$ cat config.mk
export PLATFORM = sky130hd
export DESIGN_NAME = sbc_bank_ctrl
export DESIGN_NICKNAME = d
export VERILOG_FILES = /design/src/hdl/sbc_pkg.sv /design/src/hdl/sbc_bank_ctrl.sv /design/src/hdl/sbc_skid.sv
export VERILOG_INCLUDE_DIRS = /design/src /design/src/hdl
export SDC_FILE = /design/constraint.sdc
export NUM_CORES = 1
export LEC_CHECK = 0
export ABC_AREA = 1
export BUFFER_PORTS_ARGS = -buffer_cell sky130_fd_sc_hd__buf_2
export CORE_ASPECT_RATIO = 0.7
export CORE_MARGIN = 2
export CORE_UTILIZATION = 60
export CTS_CLUSTER_DIAMETER = 120
export DETAILED_ROUTE_END_ITERATION = 16
export HOLD_SLACK_MARGIN = 0.05
export PLACE_DENSITY = 0.95
export SETUP_SLACK_MARGIN = 0.2
export SKIP_LAST_GASP = 1
export SYNTH_ARGS = -nofsm -noshare
export SYNTH_HDL_FRONTEND = slang
export SYNTH_SLANG_ARGS = --single-unit
$ cat constraint.sdc
create_clock -name i_clk -period 3.7 [get_ports i_clk]
set_input_delay 0.555 -clock i_clk [delete_from_list [all_inputs] [get_ports i_clk]]
set_output_delay 0.555 -clock i_clk [all_outputs]
set_load 0.01 [all_outputs]
$ cat src/hdl/sbc_consts.svh
`ifndef SBC_CONSTS_SVH
`define SBC_CONSTS_SVH
// timing in ns, cycles derived at 10 ns clock
`define SBC_CLK_NS 10
`define SBC_TRP_NS 20
`define SBC_TRCD_NS 20
`define SBC_TRC_NS 70
`define SBC_TMRD_NS 20
`define SBC_TXSR_NS 70
`define SBC_CYC_UP(ns) (((ns) + `SBC_CLK_NS - 1) / `SBC_CLK_NS)
`define SBC_TRP_CYC `SBC_CYC_UP(`SBC_TRP_NS)
`define SBC_TRCD_CYC `SBC_CYC_UP(`SBC_TRCD_NS)
`define SBC_TRC_CYC `SBC_CYC_UP(`SBC_TRC_NS)
`define SBC_TMRD_CYC `SBC_CYC_UP(`SBC_TMRD_NS)
`define SBC_TXSR_CYC `SBC_CYC_UP(`SBC_TXSR_NS)
// address field positions and other sizes
`define SBC_AP_BIT 10
`define SBC_COL_MSB 7
`define SBC_DQM_DELAY 2
`define SBC_NUM_BANKS 4
`define SBC_BURST_LEN 4
`define SBC_CNT_W 4
`endif

$ cat src/hdl/sbc_pkg.sv
package sbc_pkg;
   typedef enum logic [2:0] {
      SBC_CMD_NOP, SBC_CMD_ACT, SBC_CMD_RD, SBC_CMD_WR,
      SBC_CMD_BST, SBC_CMD_PRE, SBC_CMD_REF, SBC_CMD_MRS
   } sbc_cmd_t;
   typedef enum logic [2:0] {
      SBC_B_IDLE, SBC_B_ACTING, SBC_B_ACTIVE, SBC_B_READ, SBC_B_WRITE,
      SBC_B_RDAP, SBC_B_WRAP, SBC_B_PRECH
   } sbc_bank_t;
   typedef enum logic [2:0] {
      SBC_D_NORMAL, SBC_D_PWRDN, SBC_D_SELF, SBC_D_SUSP, SBC_D_XSR, SBC_D_BUSY
   } sbc_dev_t;
   typedef struct packed {
      logic cs_n;
      logic ras_n;
      logic cas_n;
      logic we_n;
      logic [1:0] ba;
      logic [11:0] addr;
   } sbc_pins_t;
   typedef struct packed {
      logic [1:0] ba;
      logic [7:0] col;
      logic wr;
   } sbc_access_t;
endpackage : sbc_pkg

$ cat src/hdl/sbc_bank_ctrl.sv
// How it works
// - mode-register load takes the op-code from all twelve address bits
// - activate takes row from address and bank from bank inputs, opens row
// - read/write take column A0-A7, bank; A10 selects auto precharge once
// - precharge A10 low hits one bank; A10 high hits all banks
// - refresh code: auto with clock enable high, else self refresh
// - refresh row comes from internal counter; other inputs ignored
// - byte mask gates write data now, read drivers three clocks later
// - power-down exit with nop leaves all banks idle next edge
// - clock suspend exit resumes operation, next command taken next edge
// - clock enable falling picks power-down, self refresh or suspend
// - each bank tracks idle after tRP and active after tRCD
// - bank stays read/write until its burst ends or is cut
// - auto-precharge access keeps bank busy then returns idle alone
// - burst terminate stops the most recent burst of any bank unless it has auto precharge
// - precharge to an idle bank changes nothing
// - precharge cuts a burst; read/write replaces a running burst
// - masked read data pins go high impedance three clocks later
`timescale 1ns/10ps
`default_nettype none
`include "sbc_consts.svh"
module sbc_bank_ctrl #(
   parameter int DQ_W = 16,
   parameter int BURST_LEN = `SBC_BURST_LEN
) (
   // clock and reset
   input wire logic i_clk,
   input wire logic i_arst_n,
   // command pins
   input wire logic i_cke,
   input wire sbc_pkg::sbc_pins_t i_pins,
   input wire logic [1:0] i_dqm,
   // data pins
   input wire logic [DQ_W-1:0] i_dq,
   output logic [DQ_W-1:0] o_dq,
   output logic [1:0] o_dq_oe_n,
   // array side: write stream through buffer
   output logic o_wr_valid,
   input wire logic i_wr_ready,
   output logic [DQ_W+9:0] o_wr_data,
   // array side: read data and column accesses
   input wire logic [DQ_W-1:0] i_rd_data,
   output sbc_pkg::sbc_access_t o_access,
   output logic o_access_valid,
   output logic [11:0] o_mode,
   output logic [11:0] o_ref_row,
   output logic o_ref_pulse,
   // status
   output logic [11:0] o_row [0:3],
   output sbc_pkg::sbc_bank_t o_bank_state [0:3],
   output sbc_pkg::sbc_dev_t o_dev_state,
   output logic o_wr_stall
);
   localparam int NB = `SBC_NUM_BANKS;
   localparam logic [`SBC_CNT_W-1:0] TRP = `SBC_CNT_W'(`SBC_TRP_CYC);
   localparam logic [`SBC_CNT_W-1:0] TRCD = `SBC_CNT_W'(`SBC_TRCD_CYC);
   localparam logic [`SBC_CNT_W-1:0] TRC = `SBC_CNT_W'(`SBC_TRC_CYC);
   localparam logic [`SBC_CNT_W-1:0] TMRD = `SBC_CNT_W'(`SBC_TMRD_CYC);
   localparam logic [`SBC_CNT_W-1:0] TXSR = `SBC_CNT_W'(`SBC_TXSR_CYC);
   localparam logic [`SBC_CNT_W-1:0] BLEN = `SBC_CNT_W'(BURST_LEN);

   function automatic sbc_pkg::sbc_cmd_t decode(input sbc_pkg::sbc_pins_t p);
      logic [2:0] c;
      c = {p.ras_n, p.cas_n, p.we_n};
      if (p.cs_n) begin
         decode = sbc_pkg::SBC_CMD_NOP;
      end else begin
         unique case (c)
            3'h7: decode = sbc_pkg::SBC_CMD_NOP;
            3'h3: decode = sbc_pkg::SBC_CMD_ACT;
            3'h5: decode = sbc_pkg::SBC_CMD_RD;
            3'h4: decode = sbc_pkg::SBC_CMD_WR;
            3'h6: decode = sbc_pkg::SBC_CMD_BST;
            3'h2: decode = sbc_pkg::SBC_CMD_PRE;
            3'h1: decode = sbc_pkg::SBC_CMD_REF;
            3'h0: decode = sbc_pkg::SBC_CMD_MRS;
         endcase
      end
   endfunction : decode

   function automatic logic burst_state(input sbc_pkg::sbc_bank_t s);
      burst_state = (s == sbc_pkg::SBC_B_READ) || (s == sbc_pkg::SBC_B_WRITE) ||
         (s == sbc_pkg::SBC_B_RDAP) || (s == sbc_pkg::SBC_B_WRAP);
   endfunction : burst_state

   // state
   sbc_pkg::sbc_bank_t bank [0:NB-1];
   sbc_pkg::sbc_bank_t next_bank [0:NB-1];
   logic [`SBC_CNT_W-1:0] bcnt [0:NB-1];
   logic [`SBC_CNT_W-1:0] next_bcnt [0:NB-1];
   logic [11:0] row [0:NB-1];
   logic [11:0] next_row [0:NB-1];
   sbc_pkg::sbc_dev_t dev, next_dev;
   logic [`SBC_CNT_W-1:0] dcnt, next_dcnt;
   logic cke_q, next_cke_q;
   logic [11:0] mode, next_mode, ref_row, next_ref_row;
   logic ref_pulse, next_ref_pulse;
   logic [1:0] last_bank, next_last_bank;
   logic [1:0] dqm_d1, dqm_d2, next_dqm_d1, next_dqm_d2;
   logic [DQ_W-1:0] dq_out, next_dq_out;
   logic rd_live, next_rd_live;
   logic [1:0] oe_n, next_oe_n;
   sbc_pkg::sbc_access_t acc, next_acc;
   logic acc_v, next_acc_v;
   sbc_pkg::sbc_cmd_t cmd;
   logic all_idle, any_rd, taking, buf_ready, wr_beat;

   always_comb begin
      cmd = decode(i_pins);
      all_idle = 1'b1;
      any_rd = 1'b0;
      wr_beat = 1'b0;
      for (int b = 0; b < NB; b++) begin
         if (bank[b] != sbc_pkg::SBC_B_IDLE) all_idle = 1'b0;
         if ((bank[b] == sbc_pkg::SBC_B_WRITE || bank[b] == sbc_pkg::SBC_B_WRAP) &&
             bcnt[b] > `SBC_CNT_W'(1)) begin
            wr_beat = 1'b1;
         end
         if (bank[b] == sbc_pkg::SBC_B_READ || bank[b] == sbc_pkg::SBC_B_RDAP) begin
            any_rd = 1'b1;
         end
      end
      // awake, cke high both edges
      taking = (dev == sbc_pkg::SBC_D_NORMAL) && cke_q && i_cke;
   end

   // device power modes and busy windows
   always_comb begin
      next_dev = dev;
      next_dcnt = (dcnt != '0) ? dcnt - `SBC_CNT_W'(1) : dcnt;
      next_cke_q = i_cke;
      next_mode = mode;
      next_ref_row = ref_row;
      next_ref_pulse = 1'b0;
      unique case (dev)
         sbc_pkg::SBC_D_NORMAL: begin
            if (cke_q && !i_cke) begin
               if (all_idle && cmd == sbc_pkg::SBC_CMD_REF) begin
                  next_dev = sbc_pkg::SBC_D_SELF;
               end else if (all_idle && cmd == sbc_pkg::SBC_CMD_NOP) begin
                  next_dev = sbc_pkg::SBC_D_PWRDN;
               end else if (!all_idle) begin
                  next_dev = sbc_pkg::SBC_D_SUSP;
               end
            end else if (taking && cmd == sbc_pkg::SBC_CMD_REF) begin
               // row from internal counter; address pins ignored
               next_ref_row = ref_row + 12'h001;
               next_ref_pulse = 1'b1;
               next_dev = sbc_pkg::SBC_D_BUSY;
               next_dcnt = TRC - `SBC_CNT_W'(1);
            end else if (taking && cmd == sbc_pkg::SBC_CMD_MRS) begin
               next_mode = i_pins.addr;
               next_dev = sbc_pkg::SBC_D_BUSY;
               next_dcnt = TMRD - `SBC_CNT_W'(1);
            end
         end
         // cke low keeps each mode; exit on a rising cke
         sbc_pkg::SBC_D_PWRDN: if (i_cke) next_dev = sbc_pkg::SBC_D_NORMAL;
         sbc_pkg::SBC_D_SUSP: if (i_cke) next_dev = sbc_pkg::SBC_D_NORMAL;
         sbc_pkg::SBC_D_SELF: begin
            if (i_cke) begin
               next_dev = sbc_pkg::SBC_D_XSR;
               next_dcnt = TXSR - `SBC_CNT_W'(1);
            end
         end
         // inputs ignored until the count runs out
         sbc_pkg::SBC_D_XSR, sbc_pkg::SBC_D_BUSY: begin
            if (dcnt == '0) next_dev = sbc_pkg::SBC_D_NORMAL;
         end
         default: next_dev = sbc_pkg::SBC_D_NORMAL;
      endcase
   end

   // per-bank state
   always_comb begin
      next_last_bank = last_bank;
      next_acc = acc;
      next_acc_v = 1'b0;
      for (int b = 0; b < NB; b++) begin
         next_bank[b] = bank[b];
         next_row[b] = row[b];
         next_bcnt[b] = (bcnt[b] != '0) ? bcnt[b] - `SBC_CNT_W'(1) : bcnt[b];
         // suspend freezes bursts
         if (dev == sbc_pkg::SBC_D_SUSP || (dev == sbc_pkg::SBC_D_NORMAL && !i_cke)) begin
            next_bcnt[b] = bcnt[b];
         end else if (bcnt[b] == `SBC_CNT_W'(1) || bcnt[b] == '0) begin
            unique case (bank[b])
               sbc_pkg::SBC_B_PRECH: next_bank[b] = sbc_pkg::SBC_B_IDLE;
               sbc_pkg::SBC_B_ACTING: next_bank[b] = sbc_pkg::SBC_B_ACTIVE;
               sbc_pkg::SBC_B_READ, sbc_pkg::SBC_B_WRITE: begin
                  next_bank[b] = sbc_pkg::SBC_B_ACTIVE;
               end
               sbc_pkg::SBC_B_RDAP, sbc_pkg::SBC_B_WRAP: begin
                  next_bank[b] = sbc_pkg::SBC_B_PRECH;
                  next_bcnt[b] = TRP - `SBC_CNT_W'(1);
               end
               default: next_bank[b] = bank[b];
            endcase
         end
      end
      if (taking) begin
         unique case (cmd)
            sbc_pkg::SBC_CMD_ACT: begin
               next_row[i_pins.ba] = i_pins.addr;
               next_bank[i_pins.ba] = sbc_pkg::SBC_B_ACTING;
               next_bcnt[i_pins.ba] = TRCD - `SBC_CNT_W'(1);
            end
            sbc_pkg::SBC_CMD_RD, sbc_pkg::SBC_CMD_WR: begin
               // new burst replaces old
               if (bank[i_pins.ba] == sbc_pkg::SBC_B_ACTIVE || burst_state(bank[i_pins.ba])) begin
                  if (cmd == sbc_pkg::SBC_CMD_RD) begin
                     next_bank[i_pins.ba] = i_pins.addr[`SBC_AP_BIT] ?
                        sbc_pkg::SBC_B_RDAP : sbc_pkg::SBC_B_READ;
                  end else begin
                     next_bank[i_pins.ba] = i_pins.addr[`SBC_AP_BIT] ?
                        sbc_pkg::SBC_B_WRAP : sbc_pkg::SBC_B_WRITE;
                  end
                  next_bcnt[i_pins.ba] = BLEN;
                  next_last_bank = i_pins.ba;
                  next_acc.ba = i_pins.ba;
                  next_acc.col = i_pins.addr[`SBC_COL_MSB:0];
                  next_acc.wr = (cmd == sbc_pkg::SBC_CMD_WR);
                  next_acc_v = 1'b1;
               end
            end
            sbc_pkg::SBC_CMD_BST: begin
               if (bank[last_bank] == sbc_pkg::SBC_B_READ ||
                   bank[last_bank] == sbc_pkg::SBC_B_WRITE) begin
                  next_bank[last_bank] = sbc_pkg::SBC_B_ACTIVE;
                  next_bcnt[last_bank] = '0;
               end
            end
            sbc_pkg::SBC_CMD_PRE: begin
               for (int b = 0; b < NB; b++) begin
                  if ((i_pins.addr[`SBC_AP_BIT] || i_pins.ba == 2'(b)) &&
                      bank[b] != sbc_pkg::SBC_B_IDLE) begin
                     next_bank[b] = sbc_pkg::SBC_B_PRECH;
                     next_bcnt[b] = TRP - `SBC_CNT_W'(1);
                  end
               end
            end
            default: ;
         endcase
      end
   end

   // read drivers follow dqm three clocks late
   always_comb begin
      next_dqm_d1 = i_dqm;
      next_dqm_d2 = dqm_d1;
      next_rd_live = any_rd;
      next_dq_out = i_rd_data;
      next_oe_n = 2'h3;
      if (rd_live) begin
         next_oe_n = dqm_d2;
      end
   end

   // write data with mask enters the buffer same cycle
   sbc_skid #(
      .WIDTH(DQ_W + 10)
   ) u_wbuf (
      .i_clk(i_clk),
      .i_arst_n(i_arst_n),
      .i_valid(taking && (cmd == sbc_pkg::SBC_CMD_WR || wr_beat) && i_dqm != 2'h3),
      .o_ready(buf_ready),
      .i_data({i_dqm, i_dq & {{(DQ_W/2){~i_dqm[1]}}, {(DQ_W/2){~i_dqm[0]}}},
         i_pins.addr[`SBC_COL_MSB:0]}),
      .o_valid(o_wr_valid),
      .i_ready(i_wr_ready),
      .o_data(o_wr_data)
   );

   always_ff @(posedge i_clk or negedge i_arst_n) begin
      if (!i_arst_n) begin
         for (int b = 0; b < NB; b++) begin
            bank[b] <= sbc_pkg::SBC_B_IDLE;
            bcnt[b] <= '0;
            row[b] <= '0;
         end
         dev <= sbc_pkg::SBC_D_NORMAL;
         dcnt <= '0;
         cke_q <= 1'b0;
         mode <= '0;
         ref_row <= '0;
         ref_pulse <= 1'b0;
         last_bank <= 2'h0;
         dqm_d1 <= 2'h3;
         dqm_d2 <= 2'h3;
         rd_live <= 1'b0;
         dq_out <= '0;
         oe_n <= 2'h3;
         acc <= '0;
         acc_v <= 1'b0;
      end else begin
         for (int b = 0; b < NB; b++) begin
            bank[b] <= next_bank[b];
            bcnt[b] <= next_bcnt[b];
            row[b] <= next_row[b];
         end
         dev <= next_dev;
         dcnt <= next_dcnt;
         cke_q <= next_cke_q;
         mode <= next_mode;
         ref_row <= next_ref_row;
         ref_pulse <= next_ref_pulse;
         last_bank <= next_last_bank;
         dqm_d1 <= next_dqm_d1;
         dqm_d2 <= next_dqm_d2;
         rd_live <= next_rd_live;
         dq_out <= next_dq_out;
         oe_n <= next_oe_n;
         acc <= next_acc;
         acc_v <= next_acc_v;
      end
   end

   // a full buffer is flagged, not stalled: the pins cannot wait
   assign o_wr_stall = !buf_ready;
   assign o_dq = dq_out;
   assign o_dq_oe_n = oe_n;
   assign o_access = acc;
   assign o_access_valid = acc_v;
   assign o_mode = mode;
   assign o_ref_row = ref_row;
   assign o_ref_pulse = ref_pulse;
   assign o_dev_state = dev;
   always_comb begin
      for (int b = 0; b < NB; b++) begin
         o_row[b] = row[b];
         o_bank_state[b] = bank[b];
      end
   end
endmodule : sbc_bank_ctrl
`default_nettype wire

$ cat src/hdl/sbc_skid.sv
`timescale 1ns/10ps
`default_nettype none
module sbc_skid #(
   parameter int WIDTH = 16
) (
   // clock and reset
   input wire logic i_clk,
   input wire logic i_arst_n,
   // fill side
   input wire logic i_valid,
   output logic o_ready,
   input wire logic [WIDTH-1:0] i_data,
   // drain side
   output logic o_valid,
   input wire logic i_ready,
   output logic [WIDTH-1:0] o_data
);
   logic [WIDTH-1:0] mem [0:1];
   logic [WIDTH-1:0] next_mem [0:1];
   logic [1:0] cnt, next_cnt;
   logic rd, next_rd, wr_ptr, next_wr_ptr;
   logic push, pop;
   // two entries; a word offered while both are full is lost
   always_comb begin
      push = i_valid && (cnt != 2'h2);
      pop = (cnt != 2'h0) && i_ready;
      next_mem[0] = mem[0];
      next_mem[1] = mem[1];
      if (push) begin
         next_mem[wr_ptr] = i_data;
      end
      next_wr_ptr = push ? ~wr_ptr : wr_ptr;
      next_rd = pop ? ~rd : rd;
      next_cnt = cnt + {1'b0, push} - {1'b0, pop};
   end
   always_ff @(posedge i_clk or negedge i_arst_n) begin
      if (!i_arst_n) begin
         mem[0] <= '0;
         mem[1] <= '0;
         cnt <= 2'h0;
         rd <= 1'b0;
         wr_ptr <= 1'b0;
      end else begin
         mem[0] <= next_mem[0];
         mem[1] <= next_mem[1];
         cnt <= next_cnt;
         rd <= next_rd;
         wr_ptr <= next_wr_ptr;
      end
   end
   assign o_ready = (cnt != 2'h2);
   assign o_valid = (cnt != 2'h0);
   assign o_data = mem[rd];
endmodule : sbc_skid
`default_nettype wire

; Word level (Yosys, flattened, before mapping)
; Memory sizes are Yosys's and may differ from the RTL's.
; Cells that the tools add are included.
[classes]
n_addsub = 8
order_cmp = 11
n_eq_ne = 57
mux = 108
n_bitwise = 25
reduce_logical = 82
[op_table]
columns = operator, n
row1 = 4-bit two-way mux, 27
row2 = 26-bit two-way mux, 4
row3 = 3-bit two-way mux, 29
row4 = 3-bit == test (second input constant), 26
row5 = 16-bit one-hot mux with 4 select lines, 1
row6 = 12-bit two-way mux, 5
row7 = 52-bit bitwise mux, 1
row8 = 48-bit bitwise mux, 1
row9 = 16-bit two-way mux, 3
row10 = 12-bit one-hot mux with 4 select lines, 1
row11 = 3-bit one-hot mux with 3 select lines, 4
row12 = 3-bit by 2-bit == test with 1-bit output (second input constant), 11
row13 = 16-bit bitwise AND, 2
row14 = 26-bit demux with 1-bit select, 1
row15 = 12-bit bitwise AND, 2
row16 = 12-bit bitwise mux, 2
row17 = 12-bit demux with 2-bit select, 1
row18 = 12-bit NOT, 2
row19 = 1-bit logical AND, 23
row20 = 1-bit logical OR, 23
row21 = 4-bit logical NOT, 5
row22 = 4-bit nonzero test, 5
row23 = 4-bit by 1-bit subtractor with 4-bit output (second input constant), 5
row24 = 3-bit by 1-bit == test with 1-bit output (second input constant), 6
row25 = 40 further kinds, 101
[word_totals]
reg_bits = 200
rom_bits = 24
n_memories = 1
[memory_table]
columns = name, words, width, rd, rd_clocked_by_memory_dff, write_ports, line
row1 = (no name shown), 8, 3, 1, 0, 0, sbc_bank_ctrl.sv:68  ; unique case (c)

; Depth between registers and ports, before layout
; Gate-level depths: netlist of run 1.
[depth]
ltp_word = 13
mapped_depth = 14

; Cells and area by module
; A second synthesis of run 1 with hierarchy kept.
[unflattened]
cells_unflattened = 1283
hier_area_um2 = 10043.4
[modules_own_cells]
columns = module, n_inst, cells_per_inst, area_each_um2
row1 = sbc_bank_ctrl, 1, 940, 7323.3
row2 = sbc_skid, 1, 343, 2720.1

; Worst setup path after synthesis of run 1
; Ideal clock, no wire load.
[synth_path]
path_kind = input port to flip-flop
startpoint = input port i_pins[14] (netlist name)
endpoint = register u_wbuf.cnt[1]
setup_ns = 0.079
arrival_time_ns = 1.777
required_time_ns = 3.621
setup_slack_ns = 1.844
cell_stages = 11
cell_sequence = nor2_2 -> inv_2 -> nor2_1 -> a31oi_1 -> nand4_1 -> nand2_2 -> buf_6 -> inv_1 -> ha_1 -> xnor2_1 -> xor2_1
[synth_via]
elab_chain_len = 9
[synth_lines]
columns = item, line
row1 = start: declaration, sbc_bank_ctrl.sv:31  ; input wire sbc_pkg::sbc_pins_t i_pins,
row2 = memory 8 x 3 bit, --
row3 = 3-bit two-way mux, sbc_bank_ctrl.sv:65  ; if (p.cs_n) begin
row4 = 3-bit by 2-bit == test with 1-bit output, sbc_bank_ctrl.sv:265  ; .i_valid(taking && (cmd == sbc_pkg::SBC_CMD_WR || wr_beat) && i_dqm != 2'h3),
row5 = 1-bit logical OR, sbc_bank_ctrl.sv:265
row6 = 1-bit logical AND (2 in a row), sbc_bank_ctrl.sv:265
row7 = 1-bit logical AND, sbc_skid.sv:25  ; push = i_valid && (cnt != 2'h2);
row8 = net u_wbuf.push, sbc_skid.sv:22  ; logic push, pop;
row9 = 2-bit by 1-bit adder with 2-bit output, sbc_skid.sv:34  ; next_cnt = cnt + {1'b0, push} - {1'b0, pop};
row10 = 2-bit by 1-bit subtractor with 2-bit output, sbc_skid.sv:34
row11 = net u_wbuf.next_cnt[1], sbc_skid.sv:20  ; logic [1:0] cnt, next_cnt;
row12 = end signal: assignment, sbc_skid.sv:46  ; cnt <= next_cnt;
row13 = end: declaration, sbc_skid.sv:20
; The timed path passes the listed nets, and every way through them passes these cells.
; A chain may end at the register's enable or synchronous reset.

; Worst setup path after layout of run 1
[layout_path]
startpoint = register dev[0] (netlist: o_dev_state[0])
endpoint = register u_wbuf.mem[47] (netlist name)
[layout_via]
elab_chain_len = 6
[layout_lines]
columns = item, line
row1 = start: declaration, sbc_bank_ctrl.sv:93  ; sbc_pkg::sbc_dev_t dev, next_dev;
row2 = start signal: assignment, sbc_bank_ctrl.sv:281  ; dev <= sbc_pkg::SBC_D_NORMAL;
row3 = start signal: assignment, sbc_bank_ctrl.sv:301  ; dev <= next_dev;
row4 = 3-bit logical NOT, sbc_bank_ctrl.sv:124  ; taking = (dev == sbc_pkg::SBC_D_NORMAL) && cke_q && i_cke;
row5 = 1-bit logical AND (2 in a row), sbc_bank_ctrl.sv:124
row6 = 1-bit logical AND (2 in a row), sbc_bank_ctrl.sv:265
row7 = 1-bit logical AND, sbc_skid.sv:25
row8 = end: declaration, sbc_skid.sv:18  ; logic [WIDTH-1:0] mem [0:1];
; Every way passes these cells.

==> results of run 1 <==
## routing by layer
metal  wire length (um)  GRT usage, %  up-vias
met4                518          11.1        0
met2              12900          51.5      499
met3               2970          8.91       42
met5                  0             0        -
li1                   -             -     4345
met1              11700          45.7     4339
## final cells by class
class                   instances  area (sq um)
well taps                     225           282
flip-flops and latches        200          5010
multi-input cells             855          4100
clock buffers                  18           439
clock inverters                14           185
fillers                      1237          4590
repair buffers                210          1080
inverters                     148           558
## where the power goes
part	switching, W	total, W	internal, W	leakage [nW]
registers	0.000540	0.00341	0.00287	2.54
clock network	0.000984	0.00194	0.000951	0.303
logic	0.00232	0.00361	0.00130	3.47
total	0.00384	0.00896	0.00511	6.31
## per-stage QoR
stage	cell area, sq um	cells	worst slack, ns	total power (W)
floorplan	9910	1246	1.84	0.00570
global route	11700	1670	0.869	0.00961
finish	11700	1670	1.10	0.00896
detailed placement	11000	1638	0.962	0.00696
CTS	11700	1670	1.13	0.00892
global placement	11000	1638	1.10	0.00676
## flip-flops by register name (all words and copies together), names as in the netlist
register,cells
o_mode,12
u_wbuf.rd,1
o_dev_state,3
o_dq_oe_n,2
dcnt,4
u_wbuf.mem,52
o_ref_pulse,1
dqm_d1,2
o_row,48
o_bank_state,12
u_wbuf.cnt,2
o_dq,16
rd_live,1
u_wbuf.wr_ptr,1
o_ref_row,12
o_access,11
dqm_d2,2
o_access_valid,1
cke_q,1
bcnt,16
## cells by family (layout without fill, tap and decap cells)
group | Yosys count | count (layout) | share of synthesized area, %
simple gates | 571 | 571 | 24.2
flops | 200 | 200 | 50.6
xor+xnor | 23 | 23 | 2.03
fa+ha+maj | 16 | 16 | 2.02
compound gates | 245 | 245 | 13.2
buf+inv | 191 | 390 | 7.99
## Yosys cell counts, types with 5 or more instances
library cell  number
nand3_1           64
ha_1              16
xnor2_1           11
dfstp_2            6
dfrtp_1          194
nor3_1             5
buf_6              6
nand4_1           12
o21ai_2            8
clkbuf_1          17
nand2_1          376
buf_2             16
nor2_1            89
o21ai_0          197
xor2_1            12
inv_1            142
inv_2              5
a21oi_1           19
## path summary, 6_finish.rpt
check                               startpoint              end  slack (ns)
worst max-delay path            o_dev_state[0]   u_wbuf.mem[47]        1.10
worst min-delay path              i_rd_data[3]          o_dq[3]        0.20
worst max register to register  o_dev_state[0]   u_wbuf.mem[47]        1.10
worst min register to register       dqm_d1[1]        dqm_d2[1]        0.36
max in group asynchronous             i_arst_n         o_row[4]        2.60
min in group asynchronous             i_arst_n  o_bank_state[0]        0.22
## placed cells by master, fill, tap and decap left out, types with 16 or more instances in the layout
| master | instances |
|---|---|
| a21oi_1 | 19 |
| buf_2 | 200 |
| clkbuf_16 | 17 |
| dfrtp_1 | 194 |
| ha_1 | 16 |
| inv_1 | 142 |
| nand2_1 | 376 |
| nand3_1 | 64 |
| nor2_1 | 89 |
| o21ai_0 | 197 |
==> key figures, run 1 <==
Critical path
  • Critical-path cell list: inv_1 > nand2_2 > nor2_2 > nand3_2 > a211oi_2 > nand2_2 > nor2_4 > buf_4 > nand2_1 > o21ai_0
  • Critical Path Stages: 10
  • Crit path buffers/inverters: 2
  • Crit path largest cell delay: 0.43 ns
  • Crit-path most repeated cell: nand2_2
  • Crit path max-delay family: simple AND/OR/NAND/NOR gates
  • Reg2Reg Depth: 10
  • Slowest CP cell: dfrtp_1
  • WP data required: 4.06 ns
  • Critical Path AT: 2.96 ns
  • Top fanout value on the critical path: 52
  • CP startpoint kind: flop
  • Crit path kind: flop to flop
  • CP Capture Type: flop

Final layout
  • Antenna cell count: 0
  • Layout cells sized above 1: 19.8%
  • P&R area growth vs syn: 17.7%
  • Layout Nets: 1504
  • Post-Route Utilization: 71.8%

Job
  • Max-cap check violation count: 0

GRT
  • Vias in the first global route: 9134
  • Total GRT Usage: 33.2%
  • Largest net degree at the start of global routing: 114
  • Initial antenna violation count: 0
  • First-pass GRT wire length: 45500 um
  • GR Overflow Total: 0

Pwr
  • Pwr dens: 768 nW/um^2
  • Worst VDD drop: 0.000459 V
  • Leak: 6.31 nW

STA
  • Setup violators final: 0
  • Tcrit/Tclk final: 70.3%
  • Final hold vios: 0
  • Slew Viols, Final: 0
  • Worst Hold Margin: 0.199 ns
  • Max Clock Skew: 0.0224 ns
  • Tmin final: 2.60 ns
  • Slew headroom: 33.7%
  • Tightest Pin Transition: 0.991 ns
  • FMAX: 0.384 GHz
  • Unrepaired setup endpoints after global routing: false
  • Total negative slack: 0 ns

Floorplan
  • # IOs: 202
  • Die height: 112 um
  • Cell row count: 39
  • Die W: 158 um
  • Starting Density: 61.0%
  • Die area: 17600 sq um
  • Core Footprint: 16200 sq um

Drt
  • Post-route ant nets: 0
  • Vias: 9225
  • Wire per inst: 16.8 um
  • Drt first pass iters: 6
  • First-iteration detailed-routing DRC count: 883
  • WL final: 28000 um
  • DRC viols: 0
  • Vias per inst: 5.52

Clock tree
  • CTS Buf Count: 17
  • Clock sinks: 200
  • H-tree depth: 4
  • CTS root buf: clkbuf_16
  • # Post-CTS Setup Buffers: 0
  • Clock Tree Buf Depth: 2
  • Post-CTS resize count: 0
  • Clk slew on worst S/H paths: 0.09 ns
  • Clock Latency Late Sink: 0.45 ns
  • CTS tree: built
  • Hold buffer count at cts: 0

Synth
  • Yosys cell types: 41
  • EDFF count, synth: 0
  • Average size of a mapped cell: 7.95 sq um
  • Yosys top cell by area: dfrtp_1
  • Post-Syn Area: 9910 sq um
  • Number of synthesized register bits: 200
  • Warnings, synthesis: 0
  • Top_reg_cell synth: dfrtp_1
  • Largest cells by area after synthesis: dfrtp_1 (49%), nand2_1 (14%), o21ai_0 (10%)
  • Synth top area share: 49.0%
  • Syn Inst Count: 1246
  • Async S/R FF share, synth: 100%
  • Net count after synthesis: 1318
  • Post-synthesis sequential area ratio: 50.6%

Worst hold path
  • Cells on Worst Hold Path: 1
  • Worst Hold Class: input pin to flop

Place
  • Placer Congestion: 0.987
  • Port bufs: 201
  • Detail Placement HPWL: 20100 um

Run status
  • Run status: complete, no violations
Power figures use the tool's default switching activity.
==> inputs of run 2 (changes only) <==
--- a/config.mk
+++ b/config.mk
@@ -10,11 +10,11 @@
 export BUFFER_PORTS_ARGS = -buffer_cell sky130_fd_sc_hd__buf_2
 export CORE_ASPECT_RATIO = 0.7
 export CORE_MARGIN = 2
-export CORE_UTILIZATION = 60
+export CORE_UTILIZATION = 55
 export CTS_CLUSTER_DIAMETER = 120
 export DETAILED_ROUTE_END_ITERATION = 16
 export HOLD_SLACK_MARGIN = 0.05
-export PLACE_DENSITY = 0.95
+export PLACE_DENSITY = 0.9
 export SETUP_SLACK_MARGIN = 0.2
 export SKIP_LAST_GASP = 1
 export SYNTH_ARGS = -nofsm -noshare
==> constraint.sdc (replaced) <==
create_clock -name i_clk -period 2.44 [get_ports i_clk]
set_input_delay 0.366 -clock i_clk [delete_from_list [all_inputs] [get_ports i_clk]]
set_output_delay 0.366 -clock i_clk [all_outputs]
set_load 0.01 [all_outputs]
==> run 2 against run 1 <==
Against the previous run:
- final cell count increased by 3.4%
- cell area increased by 4.2%
- clock power increased by 58%
- routed wire length increased by 4.2%
- total power increased by 55%
- critical endpoint is now u_wbuf.cnt[1]
- combinational power increased by 59%
- worst setup slack got worse by 0.82 ns
- critical path depth unchanged
==> key figures, run 2 (synthesis gave the netlist of run 1 again) <==
Run status
  • Run status: complete, no violations

STA
  • Total negative slack: 0 ns
  • Tcrit/Tclk final: 88.7%
  • Final hold vios: 0
  • Unrepaired setup endpoints after global routing: true
  • Setup violators final: 0
  • FMAX: 0.462 GHz
  • Tightest Pin Transition: 0.490 ns
  • Slew headroom: 67.3%
  • Slew Viols, Final: 0
  • Max Clock Skew: 0.0135 ns
  • Tmin final: 2.16 ns

Drt
  • DRC viols: 0
  • Vias: 9445
  • Post-route ant nets: 0
  • First-iteration detailed-routing DRC count: 1220
  • Vias per inst: 5.47
  • WL final: 29200 um
  • Drt first pass iters: 6
  • Wire per inst: 16.9 um

Critical path
  • Slowest CP cell: dfrtp_1
  • Reg2Reg Depth: 10
  • Reg-to-reg critical path endpoint: u_wbuf.cnt[1]
  • Crit path max-delay family: simple AND/OR/NAND/NOR gates
  • Reg2reg start: o_dev_state[0]
  • Crit path kind: flop to flop
  • Crit-path most repeated cell: inv_1
  • Critical-path cell list: inv_1 > nand2_2 > nor2_2 > nand3_2 > a211oi_4 > nand2_4 > inv_1 > ha_1 > xnor2_2 > xor2_1
  • R2r setup slk: 0.28 ns
  • CP startpoint kind: flop
  • Crit path largest cell delay: 0.43 ns
  • WP data required: 2.81 ns
  • Top fanout value on the critical path: 7
  • Crit path buffers/inverters: 2
  • Critical Path AT: 2.53 ns
  • CP Capture Type: flop

Clock tree
  • CTS root buf: clkbuf_16
  • Clock Tree Buf Depth: 2
  • Clk slew on worst S/H paths: 0.09 ns
  • CTS Buf Count: 17
  • CTS tree: built
  • H-tree depth: 4
  • Clock sinks: 200
  • Clock Latency Late Sink: 0.44 ns

Floorplan
  • Core Footprint: 17900 sq um
  • Cell row count: 41
  • Die W: 164 um
  • Die height: 116 um
  • Die area: 19100 sq um
  • # IOs: 202
  • Starting Density: 55.5%

Pwr
  • P_int: 0.00797 W
  • Leak: 6.54 nW
  • Net switching power: 0.00595 W
  • Pwr dens: 1150 nW/um^2
  • Register share of total power: 36.7%
  • Worst VDD drop: 0.000726 V
  • Combinational share of power: 41.2%
  • Sw Share: 42.7%
  • Clock Power Share: 22.1%

Final layout
  • Layout Nets: 1549
  • Largest register FFs: 52
  • Top reg by flops: u_wbuf.mem
  • Post-route insts no fill: 1726
  • Most frequent cells in the layout: nand2_1 (375), buf_2 (200), o21ai_0 (196)
  • P&R area growth vs syn: 22.7%
  • Commonest non-fill, non-tap cell in the layout: nand2_1
  • Layout cells sized above 1: 21.4%
  • Antenna cell count: 0
  • Fin area: 12200 sq um

Worst hold path
  • Worst Hold End: cke_q
  • Hold path start: i_cke
  • Cells on Worst Hold Path: 1
  • Worst Hold Class: input pin to flop

Place
  • Post-DP Area: 11300 sq um
  • Dpl cells: 1675
  • Detail Placement HPWL: 20900 um
  • Placer Congestion: 1.03
  • Port bufs: 201

GRT
  • First-pass GRT wire length: 46400 um
  • Largest net degree at the start of global routing: 59
  • GR Overflow Total: 0
  • Total GRT Usage: 31.2%
  • Initial antenna violation count: 0
  • Vias in the first global route: 9044

Job
  • Max-cap check violation count: 0
==> run 2: cell types whose count changed in the layout (fill, tap and decap cells not counted), moves of 2 or more <==
cell           delta
dlygate4sd3_1    +17
buf_4            +25
clkinv_8          +2
dfrtp_1           -2
dfrtp_2           +2
clkinv_4          -2
buf_12            +3
==> run 2: worst max path at each step <==
stage,startpoint,endpoint,cells after the start
CTS,bcnt[13],u_wbuf.cnt[1],10
detailed placement,bcnt[13],u_wbuf.cnt[1],10
global route,bcnt[13],u_wbuf.cnt[1],10
global placement,bcnt[12],u_wbuf.cnt[1],10
finish,o_dev_state[0],u_wbuf.cnt[1],10
floorplan,o_dev_state[0],u_wbuf.cnt[1],11
==> run 2: worst register-to-register path: stages, from the launching register on <==
cell	delay [ns]
dfrtp_1	0.43
inv_1	0.10
nand2_2	0.09
nor2_2	0.19
nand3_2	0.25
a211oi_4	0.26
nand2_4	0.14
inv_1	0.11
ha_1	0.21
xnor2_2	0.14
xor2_1	0.16
==> run 2: final cells by class <==
class / instances / area (sq um)
Fill cell: 1429 / 5700
Sequential cell: 200 / 5010
Multi-Input combinational cell: 855 / 4130
Timing Repair Buffer: 255 / 1500
Inverter: 148 / 558
Clock buffer: 17 / 425
Tap cell: 236 / 295
Clock inverter: 15 / 231
==> run 2: layer usage <==
metal / up-vias / global-route usage [%] / part of all wire [%] / wire [um]
met5: - / 0 / 0 / 0
met4: 0 / 9.22 / 1.8 / 528
met3: 49 / 8.49 / 10 / 3030
met2: 557 / 47.6 / 45 / 13100
met1: 4412 / 44.1 / 43 / 12500
li1: 4427 / - / - / -
==> run 2: power groups by stage <==
| stage | sequential, W | clock, W | combinational (W) |
|---|---|---|---|
| floorplan | 0.00510 | 0 | 0.00355 |
| global placement | 0.00506 | 0 | 0.00533 |
| detailed placement | 0.00513 | 0 | 0.00555 |
| CTS | 0.00508 | 0.00309 | 0.00563 |
| global route | 0.00521 | 0.00324 | 0.00649 |
| finish | 0.00511 | 0.00307 | 0.00574 |
==> run 2: what timing repair did <==
action	in CTS	in global routing
setup endpoints to repair	0	74
hold buffers	17	0
endpoints found under the hold margin	46	0
buffers inserted	0	2
gates resized for setup	0	8
==> run 2: stage by stage <==
stage	total power (W)	setup WS (ns)	hold WS (ns)	utilization (%)
2_1_floorplan	0.00865	0.597	0.0704	-
3_3_place_gp	0.0104	0.358	0.283	63.2
3_5_place_dp	0.0107	0.265	0.286	63.2
4_1_cts	0.0138	0.247	0.0784	67.8
5_1_grt	0.0149	0.164	0.0807	68.1
6_report	0.0139	0.277	0.101	68.1
